### src/scc_map.svh
`ifndef SCC_MAP_SVH
`define SCC_MAP_SVH
// ****************************************
// register offsets (byte addr, word index = byte addr / 4)
// ****************************************
`define SCC_OFF_CTRL 8'h00
`define SCC_OFF_STAT 8'h04
`define SCC_OFF_CYC 8'h08
// ****************************************
// control word field positions
// ****************************************
`define SCC_BIT_WAIT 0
`define SCC_BIT_BUSREQ 1
// ****************************************
// serial port select: channel control ports on the low address byte
// ****************************************
`define SCC_PORT_C0A_CTL 8'h71
`define SCC_PORT_C0B_CTL 8'h73
`define SCC_PORT_C1A_CTL 8'h75
`define SCC_PORT_C1B_CTL 8'h77
// ****************************************
// tx control and buffer status register numbers and bits
// ****************************************
`define SCC_REG_TXCTL 3'h5
`define SCC_REG_BUFST 3'h0
`define SCC_TX_BIT_LO 1
`define SCC_TX_BIT_HI 7
`define SCC_HOOD_BIT 5
// ****************************************
// reset values of the special-function outputs
// ****************************************
`define SCC_RST_SED_N 1'b1
`define SCC_RST_DIFF 1'b1
`define SCC_RST_LED 1'b1
`define SCC_RST_LOOP_N 1'b1
`define SCC_RST_LAMP_N 1'b1
// ****************************************
// timing
// ****************************************
`define SCC_CPU_CLK_KHZ 3686
`define SCC_CPU_CLK_MAX_KHZ 4000
`define SCC_SYS_CLK_KHZ 10000
`endif

### src/scc_pkg.sv
package scc_pkg;
  // cpu bus strobes, all active low
  typedef struct packed {
    logic [15:0] addr;
    logic opcode_fetch_cycle_n;
    logic memory_request_n;
    logic port_request_n;
    logic rd_n;
    logic wr_n;
    logic [7:0] wdata;
  } scc_cpu_t;
  // decoded cycle kinds
  typedef enum logic [2:0] {
    SCC_IDLE,
    SCC_MEM_RD,
    SCC_MEM_WR,
    SCC_IO_RD,
    SCC_IO_WR,
    SCC_IACK,
    SCC_FETCH
  } scc_cyc_t;
  // special-function outputs
  typedef struct packed {
    logic single_ended_drive_on_n;
    logic differential_drive_on;
    logic led_a;
    logic led_b;
    logic loop_n;
    logic hood_lamp_n;
  } scc_sfo_t;
endpackage : scc_pkg

### src/scc_cyc_decode.sv
`timescale 1ns/1ns
`include "scc_map.svh"
// classifies one cpu bus cycle from its strobes
module scc_cyc_decode
(
  input wire scc_pkg::scc_cpu_t cpu_i,
  output scc_pkg::scc_cyc_t kind_o
);
  import scc_pkg::*;
  // ****************************************
  // decode
  // ****************************************
  always_comb
  begin
    kind_o = SCC_IDLE;
    // port request with fetch is acknowledge, never a port access
    if (!cpu_i.port_request_n && !cpu_i.opcode_fetch_cycle_n)
    begin
      kind_o = SCC_IACK;
    end
    else if (!cpu_i.port_request_n)
    begin
      // only the low address byte counts for ports
      if (!cpu_i.rd_n)
      begin
        kind_o = SCC_IO_RD;
      end
      else if (!cpu_i.wr_n)
      begin
        kind_o = SCC_IO_WR;
      end
    end
    else if (!cpu_i.memory_request_n)
    begin
      if (!cpu_i.opcode_fetch_cycle_n)
      begin
        kind_o = SCC_FETCH;
      end
      else if (!cpu_i.rd_n)
      begin
        kind_o = SCC_MEM_RD;
      end
      else if (!cpu_i.wr_n)
      begin
        kind_o = SCC_MEM_WR;
      end
    end
  end
endmodule : scc_cyc_decode

### src/scc_port_regs.sv
`timescale 1ns/1ns
`include "scc_map.svh"
// per-channel pointer register: which internal register the next access hits
module scc_port_regs
(
  input wire logic clk_i,
  input wire logic rst_i,
  input wire logic [3:0] sel_i,
  input wire logic wr_i,
  input wire logic [7:0] wdata_i,
  output logic [11:0] ptr_o
);
  import scc_pkg::*;
  // ****************************************
  // pointer state, one 3-bit field per channel
  // ****************************************
  typedef struct packed {
    logic [11:0] ptr;
  } scc_ptr_st_t;
  scc_ptr_st_t st_ff; // registered state
  scc_ptr_st_t nxt_st; // next state
  // pointer written in reg 0, reset to 0 after any other write
  always_comb
  begin
    nxt_st = st_ff;
    for (int i = 0; i < 4; i++)
    begin
      if (wr_i && sel_i[i])
      begin
        if (st_ff.ptr[i*3 +: 3] == 3'h0)
        begin
          nxt_st.ptr[i*3 +: 3] = wdata_i[2:0];
        end
        else
        begin
          nxt_st.ptr[i*3 +: 3] = 3'h0;
        end
      end
    end
  end
  // state register
  always_ff @(posedge clk_i)
  begin
    if (rst_i)
    begin
      st_ff <= '0;
    end
    else
    begin
      st_ff <= nxt_st;
    end
  end
  assign ptr_o = st_ff.ptr;
endmodule : scc_port_regs

### src/scc_top.sv
`timescale 1ns/1ns
`include "scc_map.svh"
// What the document requires of the card, its cpu and its software
// cpu drives 16-bit memory, 8-bit port address
// single 8-bit bidirectional active-high data bus
// opcode fetch low for whole fetch cycle
// memory request only with valid address
// port request with fetch means acknowledge
// drive read data only during read strobe
// cpu holds write data during write strobe
// hold wait low until transfer can complete
// cpu takes interrupt at instruction end
// bus request answered by grant and release
// cpu clock 3.6864 MHz, below 4 MHz
// pointer register selects next channel register
// bit1 chan A ctl0 enables single-ended drivers
// bit7 zero chan B ctl0 enables differential
// bit1 zero both chan B lights LED
// software sets both LED shunts close together
// bit7 chan A ctl0 asserts loop-back
// one loop-back control for all channels
// loop-back disables all frontplane receivers
// software disables drivers before loop-back
// hood sense reads on status bit 5
// software toggles hood lamp to probe hood
// bit7 chan B ctl1 lights hood lamp
// outputs change at write completion, hold
module scc_top
(
  input wire logic clk_i,
  input wire logic rst_i,
  // cpu side bus
  input wire scc_pkg::scc_cpu_t cpu_i,
  input wire logic [7:0] cpu_data_i,
  output logic [7:0] cpu_data_o,
  output logic cpu_data_oe_o,
  output logic wait_n_o,
  output logic bus_takeover_request_n_o,
  input wire logic bus_takeover_grant_n_i,
  // board pins
  input wire logic hood_on_n_i,
  output scc_pkg::scc_sfo_t sfo_o,
  output logic rx_enable_o,
  output logic [2:0] cycle_kind_o,
  // wishbone slave
  input wire logic wb_cyc_i,
  input wire logic wb_stb_i,
  input wire logic wb_we_i,
  input wire logic [7:0] wb_adr_i,
  input wire logic [3:0] wb_sel_i,
  input wire logic [31:0] wb_dat_i,
  output logic [31:0] wb_dat_o,
  output logic wb_ack_o
);
  import scc_pkg::*;
  // ****************************************
  // state
  // ****************************************
  typedef struct packed {
    scc_sfo_t sfo; // special-function outputs
    logic [1:0] ctrl; // wait hold, bus request
    logic ack; // wishbone ack
    logic [31:0] rdat; // wishbone read data
    logic [7:0] cdat; // cpu read data
    logic wr_d; // previous write strobe level
    logic [7:0] last_port; // last port address written
    logic [7:0] last_data; // last port data
    logic [2:0] kind; // last decoded kind
  } scc_st_t;
  scc_st_t st_ff; // registered state
  scc_st_t nxt_st; // next state
  scc_cyc_t kind; // current cycle kind
  logic [11:0] ptr; // channel pointers
  logic [3:0] port_sel; // control port hit
  logic wr_end; // end of port write
  logic rd_act; // port read active
  // ****************************************
  // submodules
  // ****************************************
  scc_cyc_decode u_dec
  (
    .cpu_i(cpu_i),
    .kind_o(kind)
  );
  scc_port_regs u_ptr
  (
    .clk_i(clk_i),
    .rst_i(rst_i),
    .sel_i(port_sel),
    .wr_i(wr_end),
    .wdata_i(st_ff.last_data),
    .ptr_o(ptr)
  );
  // ****************************************
  // port decode
  // ****************************************
  // control port match on low address byte only
  always_comb
  begin
    port_sel = 4'h0;
    case (st_ff.last_port)
      `SCC_PORT_C0A_CTL: port_sel = 4'h1;
      `SCC_PORT_C0B_CTL: port_sel = 4'h2;
      `SCC_PORT_C1A_CTL: port_sel = 4'h4;
      `SCC_PORT_C1B_CTL: port_sel = 4'h8;
      default: port_sel = 4'h0;
    endcase
  end
  // write completes on the rising write strobe of a port write; iack and memory writes never count
  // strobes are looked at every system clock of 10 mhz, two and a half times the cpu clock of at most 4 mhz, so none slips by
  assign wr_end = !st_ff.wr_d && cpu_i.wr_n && cpu_i.opcode_fetch_cycle_n && (st_ff.kind == SCC_IO_WR)
    && (|port_sel);
  assign rd_act = (kind == SCC_IO_RD) && !cpu_i.rd_n;
  // ****************************************
  // next state
  // ****************************************
  always_comb
  begin
    nxt_st = st_ff;
    nxt_st.wr_d = cpu_i.wr_n;
    // idle cycles keep the last bus kind, so software can still read it afterwards
    if (kind != SCC_IDLE)
    begin
      nxt_st.kind = kind;
    end
    nxt_st.ack = 1'b0;
    // capture address and data while the write strobe is low
    if (kind == SCC_IO_WR)
    begin
      nxt_st.last_port = cpu_i.addr[7:0];
      nxt_st.last_data = cpu_data_i;
    end
    // tx control register writes steer the outputs
    if (wr_end)
    begin
      if (port_sel[0] && ptr[2:0] == `SCC_REG_TXCTL)
      begin
        nxt_st.sfo.single_ended_drive_on_n = !st_ff.last_data[`SCC_TX_BIT_LO];
        nxt_st.sfo.loop_n = !st_ff.last_data[`SCC_TX_BIT_HI];
      end
      if (port_sel[1] && ptr[5:3] == `SCC_REG_TXCTL)
      begin
        nxt_st.sfo.differential_drive_on = !st_ff.last_data[`SCC_TX_BIT_HI];
        nxt_st.sfo.led_a = !st_ff.last_data[`SCC_TX_BIT_LO];
      end
      if (port_sel[3] && ptr[11:9] == `SCC_REG_TXCTL)
      begin
        nxt_st.sfo.led_b = !st_ff.last_data[`SCC_TX_BIT_LO];
        nxt_st.sfo.hood_lamp_n = !st_ff.last_data[`SCC_TX_BIT_HI];
      end
    end
    // buffer status read: hood sense on bit 5, 1 means pulled low
    nxt_st.cdat = 8'h00;
    if (!cpu_i.port_request_n && cpu_i.addr[7:0] == `SCC_PORT_C0B_CTL && ptr[5:3] == `SCC_REG_BUFST)
    begin
      nxt_st.cdat[`SCC_HOOD_BIT] = !hood_on_n_i;
    end
    // wishbone single-cycle slave
    if (wb_cyc_i && wb_stb_i && !st_ff.ack)
    begin
      nxt_st.ack = 1'b1;
      case (wb_adr_i)
        `SCC_OFF_CTRL:
        begin
          if (wb_we_i && wb_sel_i[0])
          begin
            nxt_st.ctrl = wb_dat_i[1:0];
          end
          nxt_st.rdat = {30'h0, st_ff.ctrl};
        end
        `SCC_OFF_STAT: nxt_st.rdat = {24'h0, !bus_takeover_grant_n_i, !hood_on_n_i, st_ff.sfo};
        `SCC_OFF_CYC: nxt_st.rdat = {24'h0, st_ff.last_port[4:0], st_ff.kind};
        default: nxt_st.rdat = 32'h0;
      endcase
    end
  end
  // ****************************************
  // state register
  // ****************************************
  always_ff @(posedge clk_i)
  begin
    if (rst_i)
    begin
      st_ff.sfo <= {`SCC_RST_SED_N, `SCC_RST_DIFF, `SCC_RST_LED, `SCC_RST_LED, `SCC_RST_LOOP_N, `SCC_RST_LAMP_N};
      st_ff.ctrl <= 2'h0;
      st_ff.ack <= 1'b0;
      st_ff.rdat <= 32'h0;
      st_ff.cdat <= 8'h00;
      st_ff.wr_d <= 1'b1;
      st_ff.last_port <= 8'h00;
      st_ff.last_data <= 8'h00;
      st_ff.kind <= 3'h0;
    end
    else
    begin
      st_ff <= nxt_st;
    end
  end
  // ****************************************
  // outputs
  // ****************************************
  assign sfo_o = st_ff.sfo;
  // loop-back isolates the card: receivers off for all channels at once
  assign rx_enable_o = st_ff.sfo.loop_n;
  assign cpu_data_o = st_ff.cdat;
  // drive data only while read strobe low; never during grant
  assign cpu_data_oe_o = rd_act && bus_takeover_grant_n_i;
  // software may stretch cpu cycles; wait stays low while held
  assign wait_n_o = !st_ff.ctrl[`SCC_BIT_WAIT];
  assign bus_takeover_request_n_o = !st_ff.ctrl[`SCC_BIT_BUSREQ];
  assign cycle_kind_o = st_ff.kind;
  assign wb_ack_o = st_ff.ack;
  assign wb_dat_o = st_ff.rdat;
  // ****************************************
  // checks
  // ****************************************
  // data driven only with read strobe low
  property p_rd_gate;
    @(posedge clk_i) disable iff (rst_i) cpu_data_oe_o |-> !cpu_i.rd_n;
  endproperty
  a_rd_gate: assert property (p_rd_gate) else $error("data driven outside read");
  // acknowledge is never a port read
  property p_iack;
    @(posedge clk_i) disable iff (rst_i) (!cpu_i.port_request_n && !cpu_i.opcode_fetch_cycle_n) |-> !cpu_data_oe_o;
  endproperty
  a_iack: assert property (p_iack) else $error("iack treated as port");
  // receivers off while looped
  property p_loop_rx;
    @(posedge clk_i) disable iff (rst_i) !sfo_o.loop_n |-> !rx_enable_o;
  endproperty
  a_loop_rx: assert property (p_loop_rx) else $error("receivers on during loop");
  // outputs hold unless a write ended
  property p_hold;
    @(posedge clk_i) disable iff (rst_i) !wr_end |=> $stable(sfo_o);
  endproperty
  a_hold: assert property (p_hold) else $error("output changed without write");
  // wait reflects control bit one cycle after write
  property p_wait;
    @(posedge clk_i) disable iff (rst_i) (wb_ack_o && $past(wb_we_i) && $past(wb_adr_i) == `SCC_OFF_CTRL
      && $past(wb_sel_i[0])) |-> wait_n_o == !$past(wb_dat_i[0]);
  endproperty
  a_wait: assert property (p_wait) else $error("wait not following control");
  // hood sense appears on status read
  property p_hood;
    @(posedge clk_i) disable iff (rst_i) (!cpu_i.port_request_n && cpu_i.addr[7:0] == `SCC_PORT_C0B_CTL
      && ptr[5:3] == 3'h0) |=> cpu_data_o[5] == !$past(hood_on_n_i);
  endproperty
  a_hood: assert property (p_hood) else $error("hood sense wrong");
  // single-ended enable follows bit 1 of chan A tx control write
  property p_sed;
    @(posedge clk_i) disable iff (rst_i) (wr_end && port_sel[0] && ptr[2:0] == 3'h5)
      |=> sfo_o.single_ended_drive_on_n == !$past(st_ff.last_data[1]);
  endproperty
  a_sed: assert property (p_sed) else $error("single-ended enable wrong");
  // differential enable follows inverted bit 7
  property p_diff;
    @(posedge clk_i) disable iff (rst_i) (wr_end && port_sel[1] && ptr[5:3] == 3'h5)
      |=> sfo_o.differential_drive_on == !$past(st_ff.last_data[7]);
  endproperty
  a_diff: assert property (p_diff) else $error("differential enable wrong");
  // wishbone ack is one cycle pulse
  property p_ack;
    @(posedge clk_i) disable iff (rst_i) wb_ack_o |=> !wb_ack_o;
  endproperty
  a_ack: assert property (p_ack) else $error("ack held");
  // loop-back follows bit 7 of chan A tx control write
  property p_loop;
    @(posedge clk_i) disable iff (rst_i) (wr_end && port_sel[0] && ptr[2:0] == 3'h5)
      |=> sfo_o.loop_n == !$past(st_ff.last_data[7]);
  endproperty
  a_loop: assert property (p_loop) else $error("loop-back control wrong");
  // first led shunt follows inverted bit 1 of chan B tx control write
  property p_led_a;
    @(posedge clk_i) disable iff (rst_i) (wr_end && port_sel[1] && ptr[5:3] == 3'h5)
      |=> sfo_o.led_a == !$past(st_ff.last_data[1]);
  endproperty
  a_led_a: assert property (p_led_a) else $error("first led shunt wrong");
  // second led shunt follows inverted bit 1 of the second controller's chan B
  property p_led_b;
    @(posedge clk_i) disable iff (rst_i) (wr_end && port_sel[3] && ptr[11:9] == 3'h5)
      |=> sfo_o.led_b == !$past(st_ff.last_data[1]);
  endproperty
  a_led_b: assert property (p_led_b) else $error("second led shunt wrong");
  // hood lamp follows bit 7 of the second controller's chan B
  property p_lamp;
    @(posedge clk_i) disable iff (rst_i) (wr_end && port_sel[3] && ptr[11:9] == 3'h5)
      |=> sfo_o.hood_lamp_n == !$past(st_ff.last_data[7]);
  endproperty
  a_lamp: assert property (p_lamp) else $error("hood lamp wrong");
  // receivers stay on while not looped
  property p_rx_on;
    @(posedge clk_i) disable iff (rst_i) sfo_o.loop_n |-> rx_enable_o;
  endproperty
  a_rx_on: assert property (p_rx_on) else $error("receivers off without loop");
  // no data driven while the buses are granted away
  property p_grant_oe;
    @(posedge clk_i) disable iff (rst_i) !bus_takeover_grant_n_i |-> !cpu_data_oe_o;
  endproperty
  a_grant_oe: assert property (p_grant_oe) else $error("data driven during grant");
  // acknowledge cycles never touch the outputs
  property p_iack_hold;
    @(posedge clk_i) disable iff (rst_i) (!cpu_i.port_request_n && !cpu_i.opcode_fetch_cycle_n) |=> $stable(sfo_o);
  endproperty
  a_iack_hold: assert property (p_iack_hold) else $error("iack changed outputs");
endmodule : scc_top

### config.mk
export PLATFORM = sky130hd
export DESIGN_NAME = scc_top
export DESIGN_NICKNAME = d
export VERILOG_FILES = /design/src/scc_pkg.sv /design/src/scc_cyc_decode.sv /design/src/scc_port_regs.sv /design/src/scc_top.sv
export VERILOG_INCLUDE_DIRS = /design/src
export SDC_FILE = /design/constraint.sdc
export NUM_CORES = 1
export LEC_CHECK = 0
export BUFFER_PORTS_ARGS = -buffer_cell sky130_fd_sc_hd__buf_2
export CORE_MARGIN = 2
export CORE_UTILIZATION = 45
export CTS_BUF_LIST = sky130_fd_sc_hd__clkbuf_4 sky130_fd_sc_hd__clkbuf_8 sky130_fd_sc_hd__clkbuf_16
export CTS_CLUSTER_SIZE = 16
export DETAILED_ROUTE_END_ITERATION = 8
export HOLD_SLACK_MARGIN = 0.02
export PLACE_DENSITY = 0.92
export SLEW_MARGIN = 25
export SYNTH_ARGS = -nofsm -noshare
export SYNTH_HDL_FRONTEND = slang
export SYNTH_HIERARCHICAL = 1
export SYNTH_SLANG_ARGS = --single-unit
export TNS_END_PERCENT = 20
### constraint.sdc
create_clock -name clk_i -period 1.75 [get_ports clk_i]
set_clock_uncertainty 0.05 [all_clocks]
set_input_delay 0.175 -clock clk_i [delete_from_list [all_inputs] [get_ports clk_i]]
set_output_delay 0.175 -clock clk_i [all_outputs]
set_load 0.02 [all_outputs]
==> results of run 1 <==
==> how the worst max path moves through the flow <==
stage | from | end | slack [ns] | cells past startpoint
floorplan | st_ff[14]$_SDFFE_PP0N_ | sfo_o[0]$_SDFFE_PP1P_ | 0.17 | 4
global placement | st_ff[11]$_SDFFE_PP0N_ | sfo_o[0]$_SDFFE_PP1P_ | 0.1 | 4
detailed placement | st_ff[11]$_SDFFE_PP0N_ | sfo_o[0]$_SDFFE_PP1P_ | 0.05 | 4
CTS | st_ff[11]$_SDFFE_PP0N_ | sfo_o[0]$_SDFFE_PP1P_ | 0.03 | 4
global route | st_ff[11]$_SDFFE_PP0N_ | sfo_o[2]$_SDFFE_PP1P_ | 0.006 | 4
finish | st_ff[11]$_SDFFE_PP0N_ | sfo_o[2]$_SDFFE_PP1P_ | 0.04 | 4
==> registers in the layout, indices dropped and copies added (netlist names) <==
name	flops
cycle_kind_o	3
u_ptr/ptr_o	9
wb_ack_o	1
sfo_o	5
cpu_data_o	1
rx_enable_o	1
st_ff	15
wb_dat_o	8
==> critical path, stage by stage, from the launching register on <==
cell and delay, ns:
dfxtp_1 0.40, and4bb_2 0.31, nand4_4 0.13, or4_4 0.56, mux2i_1 0.14
==> power by group through the flow <==
stage	logic (uW)	clock network, uW	registers (uW)
after floorplan	232	0	1040
after global placement	252	0	1040
after detailed placement	258	0	1040
after CTS	261	638	1020
after global routing	295	673	1020
final	264	621	1020
==> metal layers <==
layer | track usage | routed length [um] | up-vias
met5 | 0 | 0 | -
met4 | 0.0702 | 73 | 0
met3 | 0.0410 | 365 | 7
met2 | 0.314 | 2300 | 79
met1 | 0.209 | 2050 | 890
li1 | - | - | 949
==> per-stage QoR <==
step / area [um2] / std cells / util / hold slack [ns] / total power [uW]
after floorplan: 2410 / 301 / - / 0.201 / 1270
after global placement: 2430 / 376 / 0.505 / 0.308 / 1290
after detailed placement: 2430 / 376 / 0.505 / 0.308 / 1300
after CTS: 2530 / 384 / 0.526 / 0.0574 / 1920
after global routing: 2540 / 384 / 0.527 / 0.0666 / 1990
final: 2540 / 384 / 0.527 / 0.0620 / 1910
==> cell type report <==
class | count | area share
clock buffers | 6 | 0.0325
clock inverters | 1 | 0.00197
inverters | 5 | 0.00739
multi-input cells | 194 | 0.440
flip-flops and latches | 43 | 0.339
well taps | 67 | 0.0330
repair buffers | 68 | 0.146
==> what timing repair did <==
item | CTS | global route
buffers inserted | 0 | 0
gates resized for setup | 0 | 1
endpoints found under the setup margin | 0 | 10
hold endpoints to repair | 1 | 0
hold buffers | 1 | 0
==> results by group, run 1 <==
Logic synthesis
  – Synth warn: 6
  – Cell Area, Synth: 2290 um2
  – Syn avg cell area: 8.47 um2
  – Cell count after synthesis: 271

Critical path
  – CP Max Fanout: 4
  – Reg2reg path depth: 4
  – Worst reg-to-reg setup slack: 0.04 ns
  – Worst reg2reg startpoint: st_ff[11]$_SDFFE_PP0N_
  – Crit path kind: flop to flop
  – Crit path required time: 1.88 ns
  – Critical path arrival: 1.84 ns
  – Worst R2R End: sfo_o[2]$_SDFFE_PP1P_
  – Crit start category: flop
  – Worst setup EP type: flop

Placement
  – Dpl ws: 0.0527 ns
  – RePlAce Congestion: 0.860
  – IO Port Bufs: 57
  – Post-DP HPWL: 3760 um

Global route
  – All-Layer GR Usage: 0.178
  – First-pass GRT wire length: 7800 um
  – Initial antenna violation count: 0
  – Global route total overflow: 0
  – Vias in the first global route: 1835
  – Largest net degree at the start of global routing: 25

Clock network
  – Root Driver: clkbuf_8
  – CTS Buf Count: 5
  – Insertion delay to the later sink of the worst-skew pair: 0.29 ns
  – Clk sinks: 43
  – Htree depth: 2
  – CTS Buffer Depth: 2
  – TritonCTS clock tree: built
  – Clock transition at path regs: 0.07 ns

Drt
  – First-pass DRT Iterations: 4
  – Post-route DRC: 0
  – Mean number of vias per cell: 5.01
  – Drt first-iter violations: 105
  – Wire per inst: 12.5 um
  – Routed WL: 4790 um
  – Via count: 1925
  – Post-detailed-route count of antenna-violating nets: 0

Final layout
  – Area Growth Syn to Fin: 10.6%
  – Fillers: 450
  – Register Area: 861 um2
  – Most common cell after layout, fill and taps aside: buf_2
  – Commonest non-fill, non-tap cells in the layout: buf_2, dfxtp_1, nand2_1
  – Footprint of the multi-input gates: 1120 um2
  – # diodes: 0
  – Ratio of cells with drive above 1 in the final layout: 0.268
  – Nets: 405

Power
  – Comb power frac: 0.139
  – Switching Fraction: 0.266
  – Internal power: 1400 uW
  – Clock power frac: 0.326
  – Sequential share of power: 0.535
  – Net switching power: 506 uW
  – Pwr dens: 751 nW/um2
  – Leakage: 0.00109 uW
  – Max IR drop VDD: 0.431 mV

STA
  – Post-route clock period utilization: 0.978
  – Setup TNS: 0 ns
  – Setup ws final: 0.0381 ns
  – Final setup fails: 0
  – Slew Viols, Final: 0
  – RSZ-0062 raised after global routing: false
  – Fmax: 584 MHz
  – Crit path time final: 1.71 ns
  – Final Hold Viols: 0

Die
  – Die Width: 75.4 um
  – Die height: 75.4 um
  – Total core area: 4820 um2
  – I/O pins: 142
  – Die area: 5690 um2
  – Initial core utilization: 0.476
  – Rows: 25

Hold path
  – Hold Path Sink: st_ff[61]$_SDFFE_PP0P_
  – Hold Path Class: primary input to flop
  – Hold Startpoint: wb_dat_i[0]
  – Hold Path Stages: 3

Job
  – Max cap viols: 0

Run status
  – Status: finished clean
(Power assumes the default switching activity.)
==> run 2, diff against run 1 <==
CORE_UTILIZATION = 43   (was 45)
PLACE_DENSITY = 0.91   (was 0.92)
SLEW_MARGIN = not set   (was 25)
SYNTH_HIERARCHICAL = not set   (was 1)
==> run 2 against run 1 <==
  * The flow now finishes with violations (setup timing)
  * Flip-flop and latch count did not move
  * Sequential share of layout area fell by 2.1 points
  * Total power fell by 0.80%
  * Critical path depth rose by 1
  * Synthesized cell count rose by 0.37%
  * Area after synthesis rose by 2.7%
  * Maximum frequency fell by 6.3%
  * Combinational power fell by 5%
  * Die area rose by 7.0%
  * Sequential power barely moved
  * Critical path type unchanged
  * Highest routed layer unchanged
==> results by group, run 2 <==
Run status
  – Status: complete, but fails checks
  – Failing checks: setup timing

Die
  – Initial core utilization: 0.453
  – Die height: 78.0 um
  – Total core area: 5200 um2
  – Rows: 26
  – I/O pins: 142
  – Die Width: 78.0 um
  – Die area: 6090 um2

STA
  – Setup ws final: -0.0776 ns
  – RSZ-0062 raised after global routing: true
  – Crit path time final: 1.83 ns
  – Final setup fails: 6
  – Setup TNS: -0.359 ns
  – Fmax: 547 MHz
  – Slew Viols, Final: 0
  – Post-route clock period utilization: 1.04
  – Final Hold Viols: 0

Final layout
  – Fillers: 485
  – Final Util: 0.523
  – Largest register FFs: 15
  – Nets: 419
  – Largest Register: st_ff
  – Most common cell after layout, fill and taps aside: buf_2
  – # diodes: 0
  – Ratio of cells with drive above 1 in the final layout: 0.323
  – Register Area: 866 um2
  – Area Growth Syn to Fin: 15.6%
  – Commonest non-fill, non-tap cells in the layout: buf_2, nand2_1, dfxtp_1
  – Final Cell Area: 2720 um2
  – Footprint of the multi-input gates: 1190 um2

Power
  – Pwr dens: 694 nW/um2
  – Net switching power: 500 uW
  – Clock power frac: 0.338
  – Max IR drop VDD: 0.399 mV
  – Overall power: 1890 uW
  – Internal power: 1390 uW
  – Comb power frac: 0.132
  – Switching Fraction: 0.265
  – Leakage: 0.00120 uW
  – Sequential share of power: 0.530

Logic synthesis
  – Number of enable flip-flop cells after synthesis: 0
  – Synth area leaders: dfxtp_1, buf_4, mux2i_1
  – Synth async-reset ratio: 0
  – Register area share after synthesis: 0.365
  – Distinct cells, synth: 41
  – Most frequent cells after synthesis: buf_4, dfxtp_1, nand2_1
  – Synth warn: 0
  – Cell count after synthesis: 272
  – Synth top area share: 0.365
  – Synth Flop Type: dfxtp_1
  – Syn avg cell area: 8.66 um2
  – Cell Area, Synth: 2360 um2
  – Most common cell in the netlist: buf_4
  – Synth Register Bits: 43
  – Post-synth top area cell: dfxtp_1

Drt
  – Post-detailed-route count of antenna-violating nets: 0
  – Drt first-iter violations: 141
  – Mean number of vias per cell: 4.85
  – Via count: 1943
  – Wire per inst: 13.2 um
  – Post-route DRC: 0
  – Routed WL: 5290 um
  – First-pass DRT Iterations: 4

Global route
  – First-pass GRT wire length: 8470 um
  – Global route total overflow: 0
  – Initial antenna violation count: 0
  – Largest net degree at the start of global routing: 23
  – All-Layer GR Usage: 0.177
  – Vias in the first global route: 1815

Placement
  – RePlAce Congestion: 0.814
  – Placed Area: 2540 um2
  – Post-DP HPWL: 3850 um
  – IO Port Bufs: 57

Critical path
  – Crit path kind: flop to flop
  – CP Max Fanout: 3
  – CP max stage delay: 0.52 ns
  – Worst setup EP type: flop
  – Crit path required time: 1.89 ns
  – Crit start category: flop
  – Crit-path cells: or4b_4 > or4_4 > buf_4 > mux2i_1 > nor2_1
  – Worst reg2reg startpoint: st_ff[12]$_SDFFE_PP0N_
  – Critical Path Source: st_ff[12]$_SDFFE_PP0N_
  – Slowest-stage cell, CP: or4b_4
  – Critical path arrival: 1.97 ns

Clock network
  – CTS Buffer Depth: 2
  – Root Driver: clkbuf_8
  – Htree depth: 2
  – Clk sinks: 43
  – CTS Buf Count: 5
  – Insertion delay to the later sink of the worst-skew pair: 0.30 ns
  – Clock transition at path regs: 0.08 ns
  – TritonCTS clock tree: built

Hold path
  – Hold Path Class: primary input to flop
  – Hold Startpoint: wb_dat_i[1]

Job
  – Max cap viols: 0
==> run 2: cells by family (layout without fill, tap and decap cells) <==
| kind of cell | Yosys count | in the layout | synth area share |
|---|---|---|---|
| mux | 16 | 16 | 0.0680 |
| buf+inv | 61 | 90 | 0.190 |
| simple gates | 114 | 114 | 0.287 |
| compound gates | 37 | 37 | 0.0882 |
| flops | 43 | 43 | 0.365 |
| other cells | 1 | 31 | 0.00159 |
==> run 2: per-layer routing <==
metal | up-vias | GRT usage | wire length, um | part of all wire
met5 | - | 0 | 0 | 0
met4 | 0 | 0.0614 | 97 | 0.018
met3 | 11 | 0.0506 | 312 | 0.059
met2 | 70 | 0.313 | 2670 | 0.51
met1 | 893 | 0.204 | 2210 | 0.42
li1 | 969 | - | - | -
==> run 2: final cells by class <==
cell class | count | area share
multi-input cells | 198 | 0.439
flip-flops and latches | 43 | 0.318
repair buffers | 81 | 0.176
well taps | 70 | 0.0322
clock buffers | 6 | 0.0303
inverters | 2 | 0.00276
clock inverters | 1 | 0.00184
==> run 2: path summary, 6_finish.rpt <==
path	to	slack (ns)	depth (start not counted)
worst min-delay path	st_ff[62]$_SDFFE_PP0P_	0.06	3
worst max-delay path	u_ptr.ptr_o[2]$_SDFFE_PP0P_	-0.08	5
worst min register to register	wb_dat_o[1]$_SDFFE_PP0P_	0.41	2
worst max register to register	u_ptr.ptr_o[2]$_SDFFE_PP0P_	-0.08	5
==> run 2: repair_timing <==
| item | 4_1_cts | 5_1_grt |
|---|---|---|
| pin swaps | 6 | 3 |
| gates cloned | 0 | 0 |
| resized for setup | 10 | 5 |
| hold buffers | 0 | 0 |
| endpoints found under the hold margin | 0 | 0 |
| buffers inserted | 2 | 3 |
| setup endpoints to repair | 15 | 15 |
==> run 2: through the flow <==
stage | hold slack, ns | std cells | setup slack (ns)
floorplan | 0.209 | 302 | -0.0524
global placement | 0.360 | 389 | -0.131
detailed placement | 0.367 | 389 | -0.179
CTS | 0.0537 | 398 | -0.153
global route | 0.0521 | 401 | -0.145
finish | 0.0553 | 401 | -0.0776
==> run 2: critical path: cells and delay by family (launching register included) <==
family | cells | cell delay [ns]
buffers and inverters | 1 | 0.17
muxes | 1 | 0.14
and+or+nand+nor | 3 | 1.04
DFF | 1 | 0.32
==> run 2: power groups by stage <==
| stage | clock network [uW] | registers, uW | logic, uW |
|---|---|---|---|
| 3_3_place_gp | 0 | 1020 | 234 |
| 6_report | 638 | 1000 | 250 |
| 2_1_floorplan | 0 | 1020 | 211 |
| 5_1_grt | 702 | 1000 | 272 |
| 4_1_cts | 646 | 1000 | 245 |
| 3_5_place_dp | 0 | 1020 | 240 |
==> run 3, diff against run 2 <==
BUFFER_PORTS_ARGS = -buffer_cell sky130_fd_sc_hd__buf_4   (was -buffer_cell sky130_fd_sc_hd__buf_2)
==> run 3 against run 2 <==
  * The run still ends with setup timing left
  * Sequential share of layout area decreased by 0.74 points
  * Via count shrank 2.3%
  * Critical path depth unchanged
  * Highest routed layer unchanged
  * Combinational power rose by 5%
==> results by group, run 3 (same netlist as run 2, synthesis figures left out) <==
Run status
  – Status: complete, but fails checks
  – Failing checks: setup timing

Clock network
  – Setup Fix Bufs, Post-CTS: 0
  – TritonCTS clock tree: built
  – Root Driver: clkbuf_8
  – CTS Buffer Depth: 2
  – Htree depth: 2
  – CTS Buf Count: 5
  – Clock transition at path regs: 0.08 ns
  – Hold_buf cts: 0
  – Insertion delay to the later sink of the worst-skew pair: 0.30 ns
  – Clk sinks: 43

Critical path
  – CP max stage delay: 0.52 ns
  – Worst setup EP type: flop
  – Slowest-stage cell, CP: or4b_4
  – CP Max Fanout: 3
  – Critical Path Source: st_ff[12]$_SDFFE_PP0N_
  – Crit-path cells: or4b_4 > or4_4 > buf_6 > mux2i_1 > nor2_1
  – Worst reg2reg startpoint: st_ff[12]$_SDFFE_PP0N_
  – Crit path kind: flop to flop
  – Critical path arrival: 1.98 ns
  – Crit path required time: 1.87 ns
  – Crit start category: flop

Drt
  – Drt first-iter violations: 116
  – Routed WL: 4970 um
  – Via count: 1899
  – Wire per inst: 12.6 um
  – First-pass DRT Iterations: 4
  – Post-route DRC: 0
  – Post-detailed-route count of antenna-violating nets: 0
  – Mean number of vias per cell: 4.81

Job
  – Max cap viols: 0

Placement
  – Dpl ws: -0.113 ns
  – IO Port Bufs: 57
  – RePlAce Congestion: 0.792
  – Post-DP HPWL: 3860 um

STA
  – Crit path time final: 1.86 ns
  – Setup ws final: -0.114 ns
  – Final setup fails: 7
  – RSZ-0062 raised after global routing: true
  – Slew Viols, Final: 0
  – Slew margin rel.: 0.668
  – Final Hold Viols: 0
  – Slew @ Worst Pin: 0.494 ns
  – Post-route clock period utilization: 1.07
  – Fmax: 537 MHz
  – Hold slack: 0.0657 ns

Final layout
  – Largest register FFs: 15
  – # diodes: 0
  – Most common cell after layout, fill and taps aside: buf_4
  – Nets: 412
  – Commonest non-fill, non-tap cells in the layout: buf_4, nand2_1, dfxtp_1
  – Area Growth Syn to Fin: 18.4%
  – Final Util: 0.536
  – Ratio of cells with drive above 1 in the final layout: 0.308
  – Largest Register: st_ff

Power
  – Internal power: 1410 uW
  – Sequential share of power: 0.529
  – Pwr dens: 679 nW/um2
  – Switching Fraction: 0.256
  – Clock power frac: 0.332
  – Comb power frac: 0.139
  – Leakage: 0.00121 uW
  – Net switching power: 484 uW
  – Max IR drop VDD: 0.330 mV

Die
  – Die height: 78.0 um
  – Total core area: 5200 um2
  – Initial core utilization: 0.453
  – Die Width: 78.0 um
  – Die area: 6090 um2
  – Rows: 26
  – I/O pins: 142

Global route
  – First-pass GRT wire length: 8170 um
  – Vias in the first global route: 1819
  – Initial antenna violation count: 0
  – Largest net degree at the start of global routing: 41
  – All-Layer GR Usage: 0.168
  – Global route total overflow: 0

Hold path
  – Hold Startpoint: wb_dat_i[0]
  – Hold Path Class: primary input to flop
-- run 3: cell type report --
cell class | count | area, um2
clock inverters | 1 | 5.00
fillers | 490 | 2420
inverters | 2 | 7.51
well taps | 70 | 87.6
multi-input cells | 198 | 1180
repair buffers | 74 | 559
clock buffers | 7 | 83.8
flip-flops and latches | 43 | 866
-- run 3: metal layers --
metal  vias up  GRT usage  share of wire
met5         -          0              0
li1        959          -              -
met2        68      0.303           0.52
met3         7     0.0414          0.057
met1       865      0.197           0.41
met4         0     0.0509          0.012
-- run 3: worst paths after layout --
kind | end | slack [ns] | cells past startpoint
worst min-delay path | st_ff[61]$_SDFFE_PP0P_ | 0.07 | 3
worst min register to register | wb_dat_o[1]$_SDFFE_PP0P_ | 0.41 | 2
worst max register to register | u_ptr.ptr_o[2]$_SDFFE_PP0P_ | -0.11 | 5
worst max-delay path | u_ptr.ptr_o[2]$_SDFFE_PP0P_ | -0.11 | 5
-- run 3: timing repair --
item                       4_1_cts  5_1_grt
setup endpoints to repair       15       15
gates cloned                     0        0
resized for setup                6        4
pin swaps                        0        1
-- run 3: critical path, delay by kind of cell, from the launching register on --
family        cells  cell delay, ns
mux               1            0.16
simple gates      3            1.05
flops             1            0.32
buf+inv           1            0.15
-- run 3: per-stage QoR --
step | cell area [um2] | setup TNS [ns] | instances | total power (uW)
floorplan | 2470 | -0.194 | 302 | 1240
global placement | 2670 | -0.613 | 387 | 1280
detailed placement | 2670 | -1.13 | 387 | 1280
CTS | 2780 | -0.232 | 395 | 1900
global route | 2790 | -1.13 | 395 | 1980
finish | 2790 | -0.447 | 395 | 1890
-- run 3: power by group through the flow --
stage          registers (uW)  clock network, uW  logic [uW]
2_1_floorplan            1020                  0         211
6_report                 1000                629         263
3_5_place_dp             1020                  0         260
4_1_cts                  1000                642         262
5_1_grt                  1000                685         287
3_3_place_gp             1020                  0         256
